`config.mk`:
```
export PLATFORM = sky130hd
export DESIGN_NAME = stereo_digital_volume_mute
export DESIGN_NICKNAME = d
export VERILOG_FILES = /design/src/verilog/vol_pkg.sv /design/src/verilog/frame_if.sv /design/src/verilog/gain_calc.sv /design/src/verilog/pair_buffer.sv /design/src/verilog/stereo_digital_volume_mute.sv
export VERILOG_INCLUDE_DIRS = /design/src /design/src/verilog
export SDC_FILE = /design/constraint.sdc
export NUM_CORES = 2
export LEC_CHECK = 0
export BUFFER_PORTS_ARGS = -buffer_cell sky130_fd_sc_hd__buf_2
export CORE_MARGIN = 10
export CORE_UTILIZATION = 53
export DETAILED_ROUTE_END_ITERATION = 10
export GPL_TIMING_DRIVEN = 0
export HOLD_SLACK_MARGIN = 0.03
export PLACE_DENSITY = 0.68
export RECOVER_POWER = 50
export SKIP_CTS_REPAIR_TIMING = 1
export SLEW_MARGIN = 20
export SYNTH_ARGS = -nofsm -noshare
export SYNTH_HDL_FRONTEND = slang
export SYNTH_SLANG_ARGS = --single-unit
```
`constraint.sdc`:
```
create_clock -name i_core_clk -period 8.7 [get_ports i_core_clk]
set_clock_uncertainty 0.15 [all_clocks]
set_input_delay 1.74 -clock i_core_clk [delete_from_list [all_inputs] [get_ports i_core_clk]]
set_output_delay 1.74 -clock i_core_clk [all_outputs]
set_load 0.02 [all_outputs]
```
`src/verilog/vol_defines.svh`:
```
// Register map, field positions, reset values and counts of the volume stage
`ifndef VOL_DEFINES_SVH
`define VOL_DEFINES_SVH
`define ADDR_XFER_CTRL     8'h02
`define ADDR_LEVEL_A       8'h03
`define ADDR_LEVEL_B       8'h04
`define XFER_CTRL_RESET    8'h49
`define LEVEL_RESET        8'h00
`define READ_UNMAPPED      8'h00
`define XFER_LINK_BIT      7
`define XFER_STYLE_HI      6
`define XFER_STYLE_LO      5
`define LEVEL_SILENCE_BIT  7
`define LEVEL_CODE_HI      6
`define LEVEL_CODE_LO      0
`define SILENT_CODE_MIN    7'h5F
`define LEVEL_W            10
`define EIGHTHS_PAD        3'h0
`define SILENT_LEVEL       10'h2F8
`define LEVEL_ZERO         10'h000
`define LEVEL_STEP         10'h001
`define ZC_TIMEOUT_FRAMES  10'h200
`define ZC_COUNT_ZERO      10'h000
`define ZC_COUNT_STEP      10'h001
`define GAIN_W             17
`define GAIN_FRAC_BITS     16
`define UNITY_GAIN         17'h10000
`define ZERO_GAIN          17'h00000
`define GAIN_STEPS         4'hA
`endif

```
`src/verilog/vol_pkg.sv`:
```
// Types shared by the volume stage modules
package vol_pkg;
   typedef enum logic [1:0] {
      STYLE_IMMEDIATE,
      STYLE_ZERO_CROSS,
      STYLE_SOFT_RAMP,
      STYLE_SOFT_ZERO
   } style_t;
   typedef enum {
      PH_IDLE,
      PH_START,
      PH_GAIN,
      PH_PUSH
   } phase_t;
endpackage
```
`src/verilog/frame_if.sv`:
```
// Valid/ready carrier for one stereo frame between internal modules
`timescale 1ns/1ps
interface frame_if #(
   parameter int W = 48
);
   logic         valid;
   logic         ready;
   logic [W-1:0] data;
   modport src (output valid, output data, input ready);
   modport snk (input valid, input data, output ready);
endinterface

```
`src/verilog/gain_calc.sv`:
```
// Serial conversion of an attenuation level in eighth-dB units to a linear gain
`timescale 1ns/1ps
`include "vol_defines.svh"
module gain_calc (
   input  wire logic                  i_core_clk,
   input  wire logic                  i_srst,
   input  wire logic                  i_start,
   input  wire logic [`LEVEL_W-1:0]   i_level,
   output logic                       o_busy,
   output logic [`GAIN_W-1:0]         o_gain
);
   logic [3:0]            bit_idx;
   logic [`LEVEL_W-1:0]   level;
   logic [`GAIN_W-1:0]    acc;

   // Factor 10^(-2^k/160) per level bit, unsigned with 16 fraction bits
   function automatic logic [15:0] bit_factor(input logic [3:0] k);
      case (k)
         4'h0:    bit_factor = 16'hFC58;
         4'h1:    bit_factor = 16'hF8BD;
         4'h2:    bit_factor = 16'hF1AE;
         4'h3:    bit_factor = 16'hE429;
         4'h4:    bit_factor = 16'hCB59;
         4'h5:    bit_factor = 16'hA186;
         4'h6:    bit_factor = 16'h65EA;
         4'h7:    bit_factor = 16'h2893;
         4'h8:    bit_factor = 16'h066E;
         4'h9:    bit_factor = 16'h0029;
         default: bit_factor = 16'hFFFF;
      endcase
   endfunction

   // One multiply per level bit keeps area small at the cost of ten cycles
   wire [`GAIN_W+15:0] product  = acc * bit_factor(bit_idx);
   wire [`GAIN_W-1:0]  scaled   = product[`GAIN_FRAC_BITS +: `GAIN_W];
   wire [`GAIN_W-1:0]  next_acc = level[bit_idx] ? scaled : acc;
   wire                last     = (bit_idx == `GAIN_STEPS - 4'h1);
   wire                silent   = (level >= `SILENT_LEVEL);

   always_ff @(posedge i_core_clk) begin
      if (i_srst) begin
         o_busy  <= 1'b0;
         bit_idx <= 4'h0;
         level   <= `LEVEL_ZERO;
         acc     <= `UNITY_GAIN;
         o_gain  <= `UNITY_GAIN;
      end else if (i_start) begin
         o_busy  <= 1'b1;
         bit_idx <= 4'h0;
         level   <= i_level;
         acc     <= `UNITY_GAIN;
      end else if (o_busy) begin
         acc     <= next_acc;
         bit_idx <= bit_idx + 4'h1;
         o_busy  <= ~last;
         if (last) begin
            o_gain <= silent ? `ZERO_GAIN : next_acc;
         end
      end
   end
endmodule

```
`src/verilog/pair_buffer.sv`:
```
// Small FIFO holding processed frames while the receiver stalls
`timescale 1ns/1ps
module pair_buffer #(
   parameter int W     = 48,
   parameter int DEPTH = 2
) (
   input  wire logic i_core_clk,
   input  wire logic i_srst,
   frame_if.snk      fill,
   frame_if.src      drain
);
   localparam int PW = $clog2(DEPTH);
   logic [W-1:0] mem [DEPTH];
   logic [PW-1:0] wr_ptr;
   logic [PW-1:0] rd_ptr;
   logic [PW:0]   count;
   wire           push = fill.valid & fill.ready;
   wire           pop  = drain.valid & drain.ready;
   wire [PW-1:0]  wr_next = (wr_ptr == PW'(DEPTH - 1)) ? '0 : wr_ptr + 1'b1;
   wire [PW-1:0]  rd_next = (rd_ptr == PW'(DEPTH - 1)) ? '0 : rd_ptr + 1'b1;
   wire [PW:0]    next_count = count + (PW+1)'(push) - (PW+1)'(pop);

   // Full and empty come straight from the count, so back-pressure is exact
   assign fill.ready  = (count != (PW+1)'(DEPTH));
   assign drain.valid = (count != '0);
   assign drain.data  = mem[rd_ptr];

   always_ff @(posedge i_core_clk) begin
      if (push) begin
         mem[wr_ptr] <= fill.data;
      end
   end

   always_ff @(posedge i_core_clk) begin
      if (i_srst) begin
         wr_ptr <= '0;
         rd_ptr <= '0;
         count  <= '0;
      end else begin
         wr_ptr <= push ? wr_next : wr_ptr;
         rd_ptr <= pop ? rd_next : rd_ptr;
         count  <= next_count;
      end
   end
endmodule

```
`src/verilog/stereo_digital_volume_mute.sv`:
```
// Stereo digital attenuation and silencing stage with transition control
`timescale 1ns/1ps
`include "vol_defines.svh"
module stereo_digital_volume_mute #(
   parameter int DATA_W = 24,
   parameter int DEPTH  = 2
) (
   input  wire logic              i_core_clk,
   input  wire logic              i_srst,
   input  wire logic              i_reg_wr,
   input  wire logic              i_reg_rd,
   input  wire logic [7:0]        i_reg_addr,
   input  wire logic [7:0]        i_reg_wdata,
   output logic [7:0]             o_reg_rdata,
   input  wire logic              i_in_valid,
   output logic                   o_in_ready,
   input  wire logic [DATA_W-1:0] i_first_sample,
   input  wire logic [DATA_W-1:0] i_second_sample,
   output logic                   o_out_valid,
   input  wire logic              i_out_ready,
   output logic [DATA_W-1:0]      o_first_channel_output,
   output logic [DATA_W-1:0]      o_second_channel_output,
   output logic                   o_both_silenced_indicator
);
   localparam int FW = 2 * DATA_W;

   logic [7:0]             xfer_ctrl;
   logic [7:0]             level_reg [2];
   vol_pkg::phase_t        phase;
   logic [DATA_W-1:0]      smp_hold [2];
   logic [`LEVEL_W-1:0]    applied [2];
   logic [`LEVEL_W-1:0]    zc_wait [2];
   logic                   prev_sign [2];
   logic [`GAIN_W-1:0]     gain [2];
   logic                   gain_busy [2];
   logic [DATA_W-1:0]      scaled [2];
   logic [FW-1:0]          frame_out;
   logic                   all_silent [2];

   frame_if #(.W(FW)) to_buf ();
   frame_if #(.W(FW)) from_buf ();

   // Register decode
   wire hit_ctrl = (i_reg_addr == `ADDR_XFER_CTRL);
   wire hit_a    = (i_reg_addr == `ADDR_LEVEL_A);
   wire hit_b    = (i_reg_addr == `ADDR_LEVEL_B);
   wire [7:0] read_mux = hit_ctrl ? xfer_ctrl :
                         hit_a    ? level_reg[0] :
                         hit_b    ? level_reg[1] : `READ_UNMAPPED;

   wire                 link  = xfer_ctrl[`XFER_LINK_BIT];
   wire vol_pkg::style_t style =
      vol_pkg::style_t'(xfer_ctrl[`XFER_STYLE_HI:`XFER_STYLE_LO]);

   // Frame handshake
   wire take       = i_in_valid & o_in_ready;
   wire start_gain = (phase == vol_pkg::PH_START);
   wire gain_done  = ~gain_busy[0] & ~gain_busy[1] & (phase == vol_pkg::PH_GAIN);
   wire push_done  = to_buf.valid & to_buf.ready;
   wire [DATA_W-1:0] in_smp [2];
   assign in_smp[0] = i_first_sample;
   assign in_smp[1] = i_second_sample;

   assign o_in_ready = (phase == vol_pkg::PH_IDLE);

   always_ff @(posedge i_core_clk) begin
      if (i_srst) begin
         xfer_ctrl    <= `XFER_CTRL_RESET;
         level_reg[0] <= `LEVEL_RESET;
         level_reg[1] <= `LEVEL_RESET;
         o_reg_rdata  <= `READ_UNMAPPED;
      end else begin
         if (i_reg_wr && hit_ctrl) begin
            xfer_ctrl <= i_reg_wdata;
         end
         if (i_reg_wr && hit_a) begin
            level_reg[0] <= i_reg_wdata;
         end
         if (i_reg_wr && hit_b) begin
            level_reg[1] <= i_reg_wdata;
         end
         if (i_reg_rd) begin
            o_reg_rdata <= read_mux;
         end
      end
   end

   // Frame sequencing: one frame in flight keeps levels and samples aligned
   always_ff @(posedge i_core_clk) begin
      if (i_srst) begin
         phase <= vol_pkg::PH_IDLE;
      end else begin
         case (phase)
            vol_pkg::PH_IDLE: begin
               if (take) begin
                  phase <= vol_pkg::PH_START;
               end
            end
            vol_pkg::PH_START: begin
               phase <= vol_pkg::PH_GAIN;
            end
            vol_pkg::PH_GAIN: begin
               if (gain_done) begin
                  phase <= vol_pkg::PH_PUSH;
               end
            end
            vol_pkg::PH_PUSH: begin
               if (push_done) begin
                  phase <= vol_pkg::PH_IDLE;
               end
            end
            default: begin
               phase <= vol_pkg::PH_IDLE;
            end
         endcase
      end
   end

   genvar ch;
   generate
      for (ch = 0; ch < 2; ch++) begin : g_chan
         // Second channel follows the first when linked
         wire [7:0] req = (ch == 1 && link) ? level_reg[0] : level_reg[ch];
         wire [6:0] code = req[`LEVEL_CODE_HI:`LEVEL_CODE_LO];
         wire req_silent = req[`LEVEL_SILENCE_BIT] | (code >= `SILENT_CODE_MIN);
         // Code counts whole dB, applied level counts eighths
         wire [`LEVEL_W-1:0] target = req_silent ? `SILENT_LEVEL :
                                      {code, `EIGHTHS_PAD};
         wire new_sign  = in_smp[ch][DATA_W-1];
         wire crossing  = (in_smp[ch] == '0) | (new_sign != prev_sign[ch]);
         wire timed_out = (zc_wait[ch] >= `ZC_TIMEOUT_FRAMES - `ZC_COUNT_STEP);
         wire step_ok   = crossing | timed_out;
         wire at_target = (applied[ch] == target);
         wire [`LEVEL_W-1:0] toward = (applied[ch] < target) ?
                                      applied[ch] + `LEVEL_STEP :
                                      applied[ch] - `LEVEL_STEP;
         wire [`LEVEL_W-1:0] next_applied =
            (style == vol_pkg::STYLE_IMMEDIATE)  ? target :
            (style == vol_pkg::STYLE_ZERO_CROSS) ? (step_ok ? target : applied[ch]) :
            (style == vol_pkg::STYLE_SOFT_RAMP)  ? toward :
                                                   (step_ok ? toward : applied[ch]);
         wire zc_mode = (style == vol_pkg::STYLE_ZERO_CROSS) |
                        (style == vol_pkg::STYLE_SOFT_ZERO);
         wire moved   = (next_applied != applied[ch]);
         wire [`LEVEL_W-1:0] next_wait = (at_target | moved | ~zc_mode) ? `ZC_COUNT_ZERO :
                                         zc_wait[ch] + `ZC_COUNT_STEP;
         wire signed [DATA_W+`GAIN_W:0] product =
            $signed(smp_hold[ch]) * $signed({1'b0, gain[ch]});
         assign all_silent[ch] = req_silent & (applied[ch] == `SILENT_LEVEL);

         // Levels move once per frame, so a frame counts as one left/right period
         always_ff @(posedge i_core_clk) begin
            if (i_srst) begin
               applied[ch]   <= `LEVEL_ZERO;
               zc_wait[ch]   <= `ZC_COUNT_ZERO;
               prev_sign[ch] <= 1'b0;
               smp_hold[ch]  <= '0;
            end else if (take) begin
               applied[ch]   <= at_target ? applied[ch] : next_applied;
               zc_wait[ch]   <= next_wait;
               prev_sign[ch] <= new_sign;
               smp_hold[ch]  <= in_smp[ch];
            end
         end

         gain_calc u_gain (
            .i_core_clk (i_core_clk),
            .i_srst     (i_srst),
            .i_start    (start_gain),
            .i_level    (applied[ch]),
            .o_busy     (gain_busy[ch]),
            .o_gain     (gain[ch])
         );

         // Zero gain at the silent level leaves midscale, not a dropped output
         assign scaled[ch] = product[`GAIN_FRAC_BITS +: DATA_W];
      end
   endgenerate

   always_ff @(posedge i_core_clk) begin
      if (i_srst) begin
         frame_out                 <= '0;
         o_both_silenced_indicator <= 1'b0;
      end else begin
         if (gain_done) begin
            frame_out <= {scaled[0], scaled[1]};
         end
         o_both_silenced_indicator <= all_silent[0] & all_silent[1];
      end
   end

   assign to_buf.valid = (phase == vol_pkg::PH_PUSH);
   assign to_buf.data  = frame_out;

   pair_buffer #(
      .W     (FW),
      .DEPTH (DEPTH)
   ) u_buf (
      .i_core_clk (i_core_clk),
      .i_srst     (i_srst),
      .fill       (to_buf.snk),
      .drain      (from_buf.src)
   );

   assign from_buf.ready          = i_out_ready;
   assign o_out_valid             = from_buf.valid;
   assign o_first_channel_output  = from_buf.data[FW-1:DATA_W];
   assign o_second_channel_output = from_buf.data[DATA_W-1:0];
endmodule

```
* Yosys cells after proc, flatten, opt, wreduce, memory -nomap -nowiden
Memories as Yosys holds them, arrays and structs flattened. A register that Yosys moved wholly into a read port is not among the register bits.
Index checks and enable logic that the tools add are counted.
** Operators by class
- Reduce and logical (&&, ||, !) cells :: 13
- Add/sub/neg operators :: 12
- Multipliers :: 4
- $lt $le $gt $ge :: 10
- Equality and inequality tests :: 26
- Bitwise operators :: 35
- Muxes and demuxes :: 69
** Operators by type and width (number)
- 10-bit two-way mux :: 22
- 32-bit case mux with 4 select lines :: 1
- 32-bit by 2-bit == test with 1-bit output (second input constant) :: 3
- 32-bit two-way mux :: 3
- 24-bit by 18-bit multiplier with 40-bit output :: 2
- 17-bit two-way mux :: 4
- 17-bit by 16-bit multiplier with 33-bit output :: 2
- 32-bit by 3-bit == test with 1-bit output (second input constant) :: 2
- 32-bit zero test :: 2
- 24-bit zero test :: 2
- 24-bit two-way mux :: 2
- 8-bit two-way mux :: 6
- 10-bit by 1-bit adder with 10-bit output (second input constant) :: 4
- 32-bit by 1-bit == test with 1-bit output (second input constant) :: 1
- 1-bit two-way mux :: 25
- 1-bit bitwise OR :: 21
- 10-bit == test :: 2
- 10-bit == test (second input constant) :: 2
- 10-bit greater-or-equal comparator (second input constant) :: 2
- 10-bit by 9-bit greater-or-equal comparator with 1-bit output (second input constant) :: 2
- 10-bit < comparator :: 2
- 10-bit != test :: 2
- 10-bit by 1-bit subtractor with 10-bit output (second input constant) :: 2
- 8-bit by 2-bit == test with 1-bit output (second input constant) :: 2
- 22 further kinds :: 51
** Storage, ports and cells
- Input port bits :: 70
- Logic and storage cells :: 195
- Output and inout port bits :: 59
- Memories kept :: 8
- ROM bits :: 512
- Bits in writable memories :: 202
- Flip-flop bits (word level) :: 199
** Memory list
- (no name shown) :: depth 16, width 16, read ports 1, clocked after Yosys merged registers in 1, wr ports 0, RTL line gain_calc.sv:18 : case (k)
- (no name shown) :: depth 16, width 16, read ports 1, clocked after Yosys merged registers in 1, wr ports 0, RTL line gain_calc.sv:18
- u_buf.mem :: depth 2, width 48, read ports 1, clocked after Yosys merged registers in 1, wr ports 1, RTL line pair_buffer.sv:13 : logic [W-1:0] mem [DEPTH];
- smp_hold :: depth 2, width 24, read ports 2, clocked after Yosys merged registers in 0, wr ports 2, RTL line stereo_digital_volume_mute.sv:30 : logic [DATA_W-1:0] smp_hold [2];
- applied :: depth 2, width 10, read ports 2, clocked after Yosys merged registers in 0, wr ports 2, RTL line stereo_digital_volume_mute.sv:31 : logic [`LEVEL_W-1:0] applied [2];
- zc_wait :: depth 2, width 10, read ports 2, clocked after Yosys merged registers in 0, wr ports 2, RTL line stereo_digital_volume_mute.sv:32 : logic [`LEVEL_W-1:0] zc_wait [2];
- 2 more memories

* Longest topological paths before layout
- Word-level depth :: 15
- Gate-level depth with buffers :: 27
- Mapped depth without buffers :: 25

* Hierarchy
From an unflattened synthesis, not the netlist that was laid out.
** Second synthesis, totals
- Cell total of the unflattened synthesis :: 6662
- Area total of the unflattened synthesis :: 62434.9 um^2
** By module, submodules not included
- stereo_digital_volume_mute :: seq. area each 4494.3 um^2, instances 1, area an instance 36204.7 um^2, cells an instance 3936
- gain_calc (g_chan[1].u_gain) :: seq. area each 1281.2 um^2, instances 1, area an instance 11353.4 um^2, cells an instance 1286
- gain_calc (g_chan[0].u_gain) :: seq. area each 1281.2 um^2, instances 1, area an instance 11163.2 um^2, cells an instance 1262
- pair_buffer :: seq. area each 2982.9 um^2, instances 1, area an instance 3713.6 um^2, cells an instance 178

* Worst setup path before layout
OpenSTA, ideal clock, no wires.
- Path type :: reg2reg
- Start :: register g_chan[1].u_gain.o_gain[6]
- End :: register frame_out[18]
- Data required time :: 8433 ps
- Clock period less this slack :: 6495 ps
- Path buffers :: 2
- Cell stages (with the launch flop) :: 25
- Data arrival time :: 6229 ps
- Slack :: 2205 ps
- Setup time :: 117 ps
- Cells stage by stage :: dfxtp_1 > clkbuf_1 > clkbuf_1 > nand2_1 > fa_1 > inv_1 > fa_1 > inv_1 > fa_1 > inv_1 > fa_1 > inv_1 > fa_1 > inv_1 > fa_1 > ha_1 > and3_1 > a22o_1 > a31o_1 > a221oi_2 > o21ai_1 > or4_1 > a31oi_1 > xnor2_1 > a22o_1
** On the way
- Word-level cells in the longest chain between the ends :: 1
** RTL lines
- from (decl) :: RTL line gain_calc.sv:10 : output logic [`GAIN_W-1:0] o_gain
- from (signal assigned) :: RTL line gain_calc.sv:46 : o_gain <= `UNITY_GAIN;
- from (signal assigned) :: RTL line gain_calc.sv:57 : o_gain <= silent ? `ZERO_GAIN : next_acc;
- 24-bit by 18-bit multiplier with 40-bit output :: RTL line stereo_digital_volume_mute.sv:148 : $signed(smp_hold[ch]) * $signed({1'b0, gain[ch]});
- to (signal assigned) :: RTL line stereo_digital_volume_mute.sv:186 : frame_out <= {scaled[0], scaled[1]};
- to (decl) :: RTL line stereo_digital_volume_mute.sv:37 : logic [FW-1:0] frame_out;
No other way between the ends.
A chain may end at the register's enable or synchronous reset.

* Worst setup path in the final report
- Start :: register g_chan[1].u_gain.acc[9]
- End :: register g_chan[1].u_gain.o_gain[16]
** On the way
- Word-level cells in the longest chain between the ends :: 3
** RTL lines
- from (decl) :: RTL line gain_calc.sv:14 : logic [`GAIN_W-1:0] acc;
- from (signal assigned) :: RTL line gain_calc.sv:45 : acc <= `UNITY_GAIN;
- from (signal assigned) :: RTL line gain_calc.sv:51 : acc <= `UNITY_GAIN;
- from (signal assigned) :: RTL line gain_calc.sv:53 : acc <= next_acc;
- 17-bit by 16-bit multiplier with 33-bit output :: RTL line gain_calc.sv:34 : wire [`GAIN_W+15:0] product = acc * bit_factor(bit_idx);
- 17-bit two-way mux :: RTL line gain_calc.sv:36 : wire [`GAIN_W-1:0] next_acc = level[bit_idx] ? scaled : acc;
- 17-bit two-way mux :: RTL line gain_calc.sv:57
No other way between the ends.

==> impl_metrics.toml <==
[synth]
syn_avg_cell_area_um2 = 9.38
synth_nets = 8245
syn_area_mm2 = 0.0613
ys.warnings.count = 0
seq_area_frac_synth_pct = 16.4
synth-seq-cells = 401
synth_edf_count = 201
ys_types = 81
ys_async_sr_fraction_pct = 0
synth_ff_type = "edfxtp_1"
synthCells = 6535

[clock_tree]
insertion_delay_ns = 0.63
ctsRootBufferMaster = "clkbuf_16"
cts_tree = "done"
cts_buffers = 46
numClockSinks = 401
clk_pin_slew_ns = 0.07
clk_path_buf_depth = 3
cts_max_level = 2

[power]
intPower_w = 0.00471
switching_share_pct = 43.5
clkPwrFrac_pct = 24.1
power.leakage_nw = 30.3
ir_worst_vdd_mv = 0.143
combPwrFrac_pct = 43.9
power.switching_w = 0.00362
seqPwrFrac_pct = 31.9
pwr_density_cell_mw_per_mm2 = 127

[routing]
post_drt_via_cell_ratio = 5.47
post_drt_wl_per_cell_um = 20.5
drtAntennaViolNets = 0
wirelength_um = 169000
firstDrtPassIters = 6
vias = 45253
dr.first_iter.drc_count = 3791
drc = 0

[worst_setup_path]
path_class = "flop to flop"
max_stage_delay_ns = 0.84
cp_common_cell = "fa_1"
critPathLaunchType = "flop"
critical_path.max_fanout = 10
worstRegToRegCells = 25
rr_startpoint = "g_chan[1].u_gain.acc[9]$_SDFFE_PP0P_"
crit_slowest_cell = "a311oi_1"
worstSetupStartpoint = "g_chan[1].u_gain.acc[9]$_SDFFE_PP0P_"
end_kind = "flop"
worstSetupEndpoint = "g_chan[1].u_gain.o_gain[16]$_SDFFE_PP1P_"
r2r_slack_ns = 0.30
critPathRequiredTime_ns = 9.05
reg2reg_to = "g_chan[1].u_gain.o_gain[16]$_SDFFE_PP1P_"
crit_arrival_ns = 8.75

[floorplan]
ioPinCount = 129
die_h_um = 360
fp.dieW_um = 360
rows = 124
core-area_mm2 = 0.115
start_util_pct = 53.5
dieArea_mm2 = 0.130

[cells_and_area]
areaGrowthSynthToFinish_pct = 6.80
fill_cells = 10218
fin_nets = 8426
top_regs = "u_buf.mem x96, frame_out x48, smp_hold x47"
largest_reg_flops = 96
regMostFlops = "u_buf.mem"
drive_above_1_share_pct = 4.00

[outcome]
violations = "max-capacitance violations, max-slew violations"
status = "finished, violations left"

[sta]
worst_slew_pin_slew_ns = 2.35
clock.fmax_mhz = 119
slew_headroom_pct = -56.8
layout_setup_ws_ns = 0.303
fin_crit_ns = 8.40
setup_viol = 0
period_share_pct = 96.5
finalMaxSlewViolations = 49
hold_violations = 0
tns_ns = 0
rsz0062_at_grt = "false"

[place]
dp_hpwl_um = 140000
gp_congestion = 0.952
portBuffers = 127
pre_cts_slack_ns = 0.476

[global_route]
track_usage_pct = 26.5
overflow = 0
grt_pass1_vias = 47950
grt_pass1_wl_um = 271000
antenna_found_initial = 12
grt_max_degree = 49

[flow_run]
maxCapViolCount = 1

[hold_path]
hold_path.class = "flop to flop"
hold_start = "frame_out[34]$_SDFFE_PP0P_"
-- critical path: cells and delay by family (launching register included) --
family	cells	cell delay [ns]
and+or+nand+nor	4	0.53
buffers and inverters	7	1.30
AOI/OAI and AO/OA	6	2.07
adders and majority gates	7	3.34
xor gates and xnor gates	1	0.57
DFF	1	0.31
-- cell usage in the layout (no fill, tap or decap), drive strengths merged, types with 53 or more instances in the layout --
cell and n:
clkbuf 355, xor2 58, buf 127, fa 1190, edfxtp 201, and2 538
xnor2 97, inv 1423, a21oi 154, o21ai 103, nor3 53, nand2 1041
ha 450, nor2 163, nand3 57, dfxtp 200
-- how the worst min path moves through the flow --
stage	depth (start not counted)	end	slack, ns
2_1_floorplan	0	u_buf.mem[0][0]$_DFFE_PP_	0.28
3_3_place_gp	0	u_buf.mem[1][42]$_DFFE_PP_	0.28
3_5_place_dp	0	u_buf.mem[0][14]$_DFFE_PP_	0.29
4_1_cts	0	u_buf.mem[0][34]$_DFFE_PP_	0.30
5_1_grt	0	u_buf.mem[0][14]$_DFFE_PP_	0.32
6_report	0	u_buf.mem[0][34]$_DFFE_PP_	0.30
-- metrics by stage --
stage | std cells | hold slack [ns] | area (µm²) | total power, W | util [%]
after global placement | 8174 | 0.281 | 63800 | 0.00621 | 55.7
final | 8274 | 0.297 | 65500 | 0.00832 | 57.1
after floorplan | 6535 | 0.275 | 61300 | 0.00497 | -
after CTS | 8265 | 0.301 | 65500 | 0.00832 | 57.1
after global routing | 8267 | 0.321 | 65400 | 0.00885 | 57.1
after detailed placement | 8179 | 0.288 | 63900 | 0.00629 | 55.8
-- power by group through the flow --
stage	sequential, W	clock [W]	combinational, W
floorplan	0.00248	0	0.00249
global route	0.00268	0.00212	0.00405
global placement	0.00268	0	0.00353
finish	0.00266	0.00201	0.00366
CTS	0.00264	0.00204	0.00364
detailed placement	0.00268	0	0.00361
-- cell usage after synthesis, drive strengths merged, types with 9 or more instances --
cell type	n	area (µm²)
inv	1414	5310
clkbuf	281	1050
nand2b	20	125
o21ai	103	519
xor2	58	508
a21oi	154	771
nand4	24	150
edfxtp	201	6040
dfxtp	200	4000
and3	29	181
a211oi	32	258
a22oi	15	113
a222oi	9	90.1
o21a	19	143
xnor2	97	850
a22o	16	140
nor2b	19	119
a21o	51	383
buf	10	37.5
mux2i	45	450
nor3	53	265
nor4	15	93.8
nor2	163	612
nand3	57	285
or3	18	113
mux2	51	574
and4	9	78.8
ha	450	5630
fa	1190	23800
o21bai	9	67.6
a31oi	16	100
or2	9	56.3
and2	538	3370
nand2	1041	3910
-- kinds of logic (layout without fill, tap and decap cells) --
logic type,count (synthesis),count (layout),synth area share [%]
and+or+nand+nor,2022,2022,15.6
muxes,100,100,1.82
buffers and inverters,1707,1926,10.5
AOI/OAI and AO/OA,510,510,5.45
DFF,401,401,16.4
other,0,8,0
xor gates and xnor gates,155,155,2.21
adders and majority gates,1640,1640,48.1
-- final cells by class --
cell class / count / area [µm²] / area share [%]
Tap cell: 1512 / 1890 / 2.89
Sequential cell: 401 / 10000 / 15.3
Antenna cell: 8 / 20.0 / 0.0306
Buffer: 291 / 1090 / 1.67
Timing Repair Buffer: 133 / 671 / 1.02
Multi-Input combinational cell: 4427 / 44900 / 68.5
Inverter: 1416 / 5320 / 8.12
Clock inverter: 28 / 298 / 0.455
Clock buffer: 58 / 1260 / 1.93
-- metal layers --
layer	global-route usage, %	part of all wire [%]	vias to the layer above
met2	41.5	45	1884
met3	5.57	9.2	313
met1	36.4	42	22807
met4	9.25	4.1	8
met5	0	0.032	-
li1	-	-	20241
Note: power is estimated with default switching activity, not from simulation.
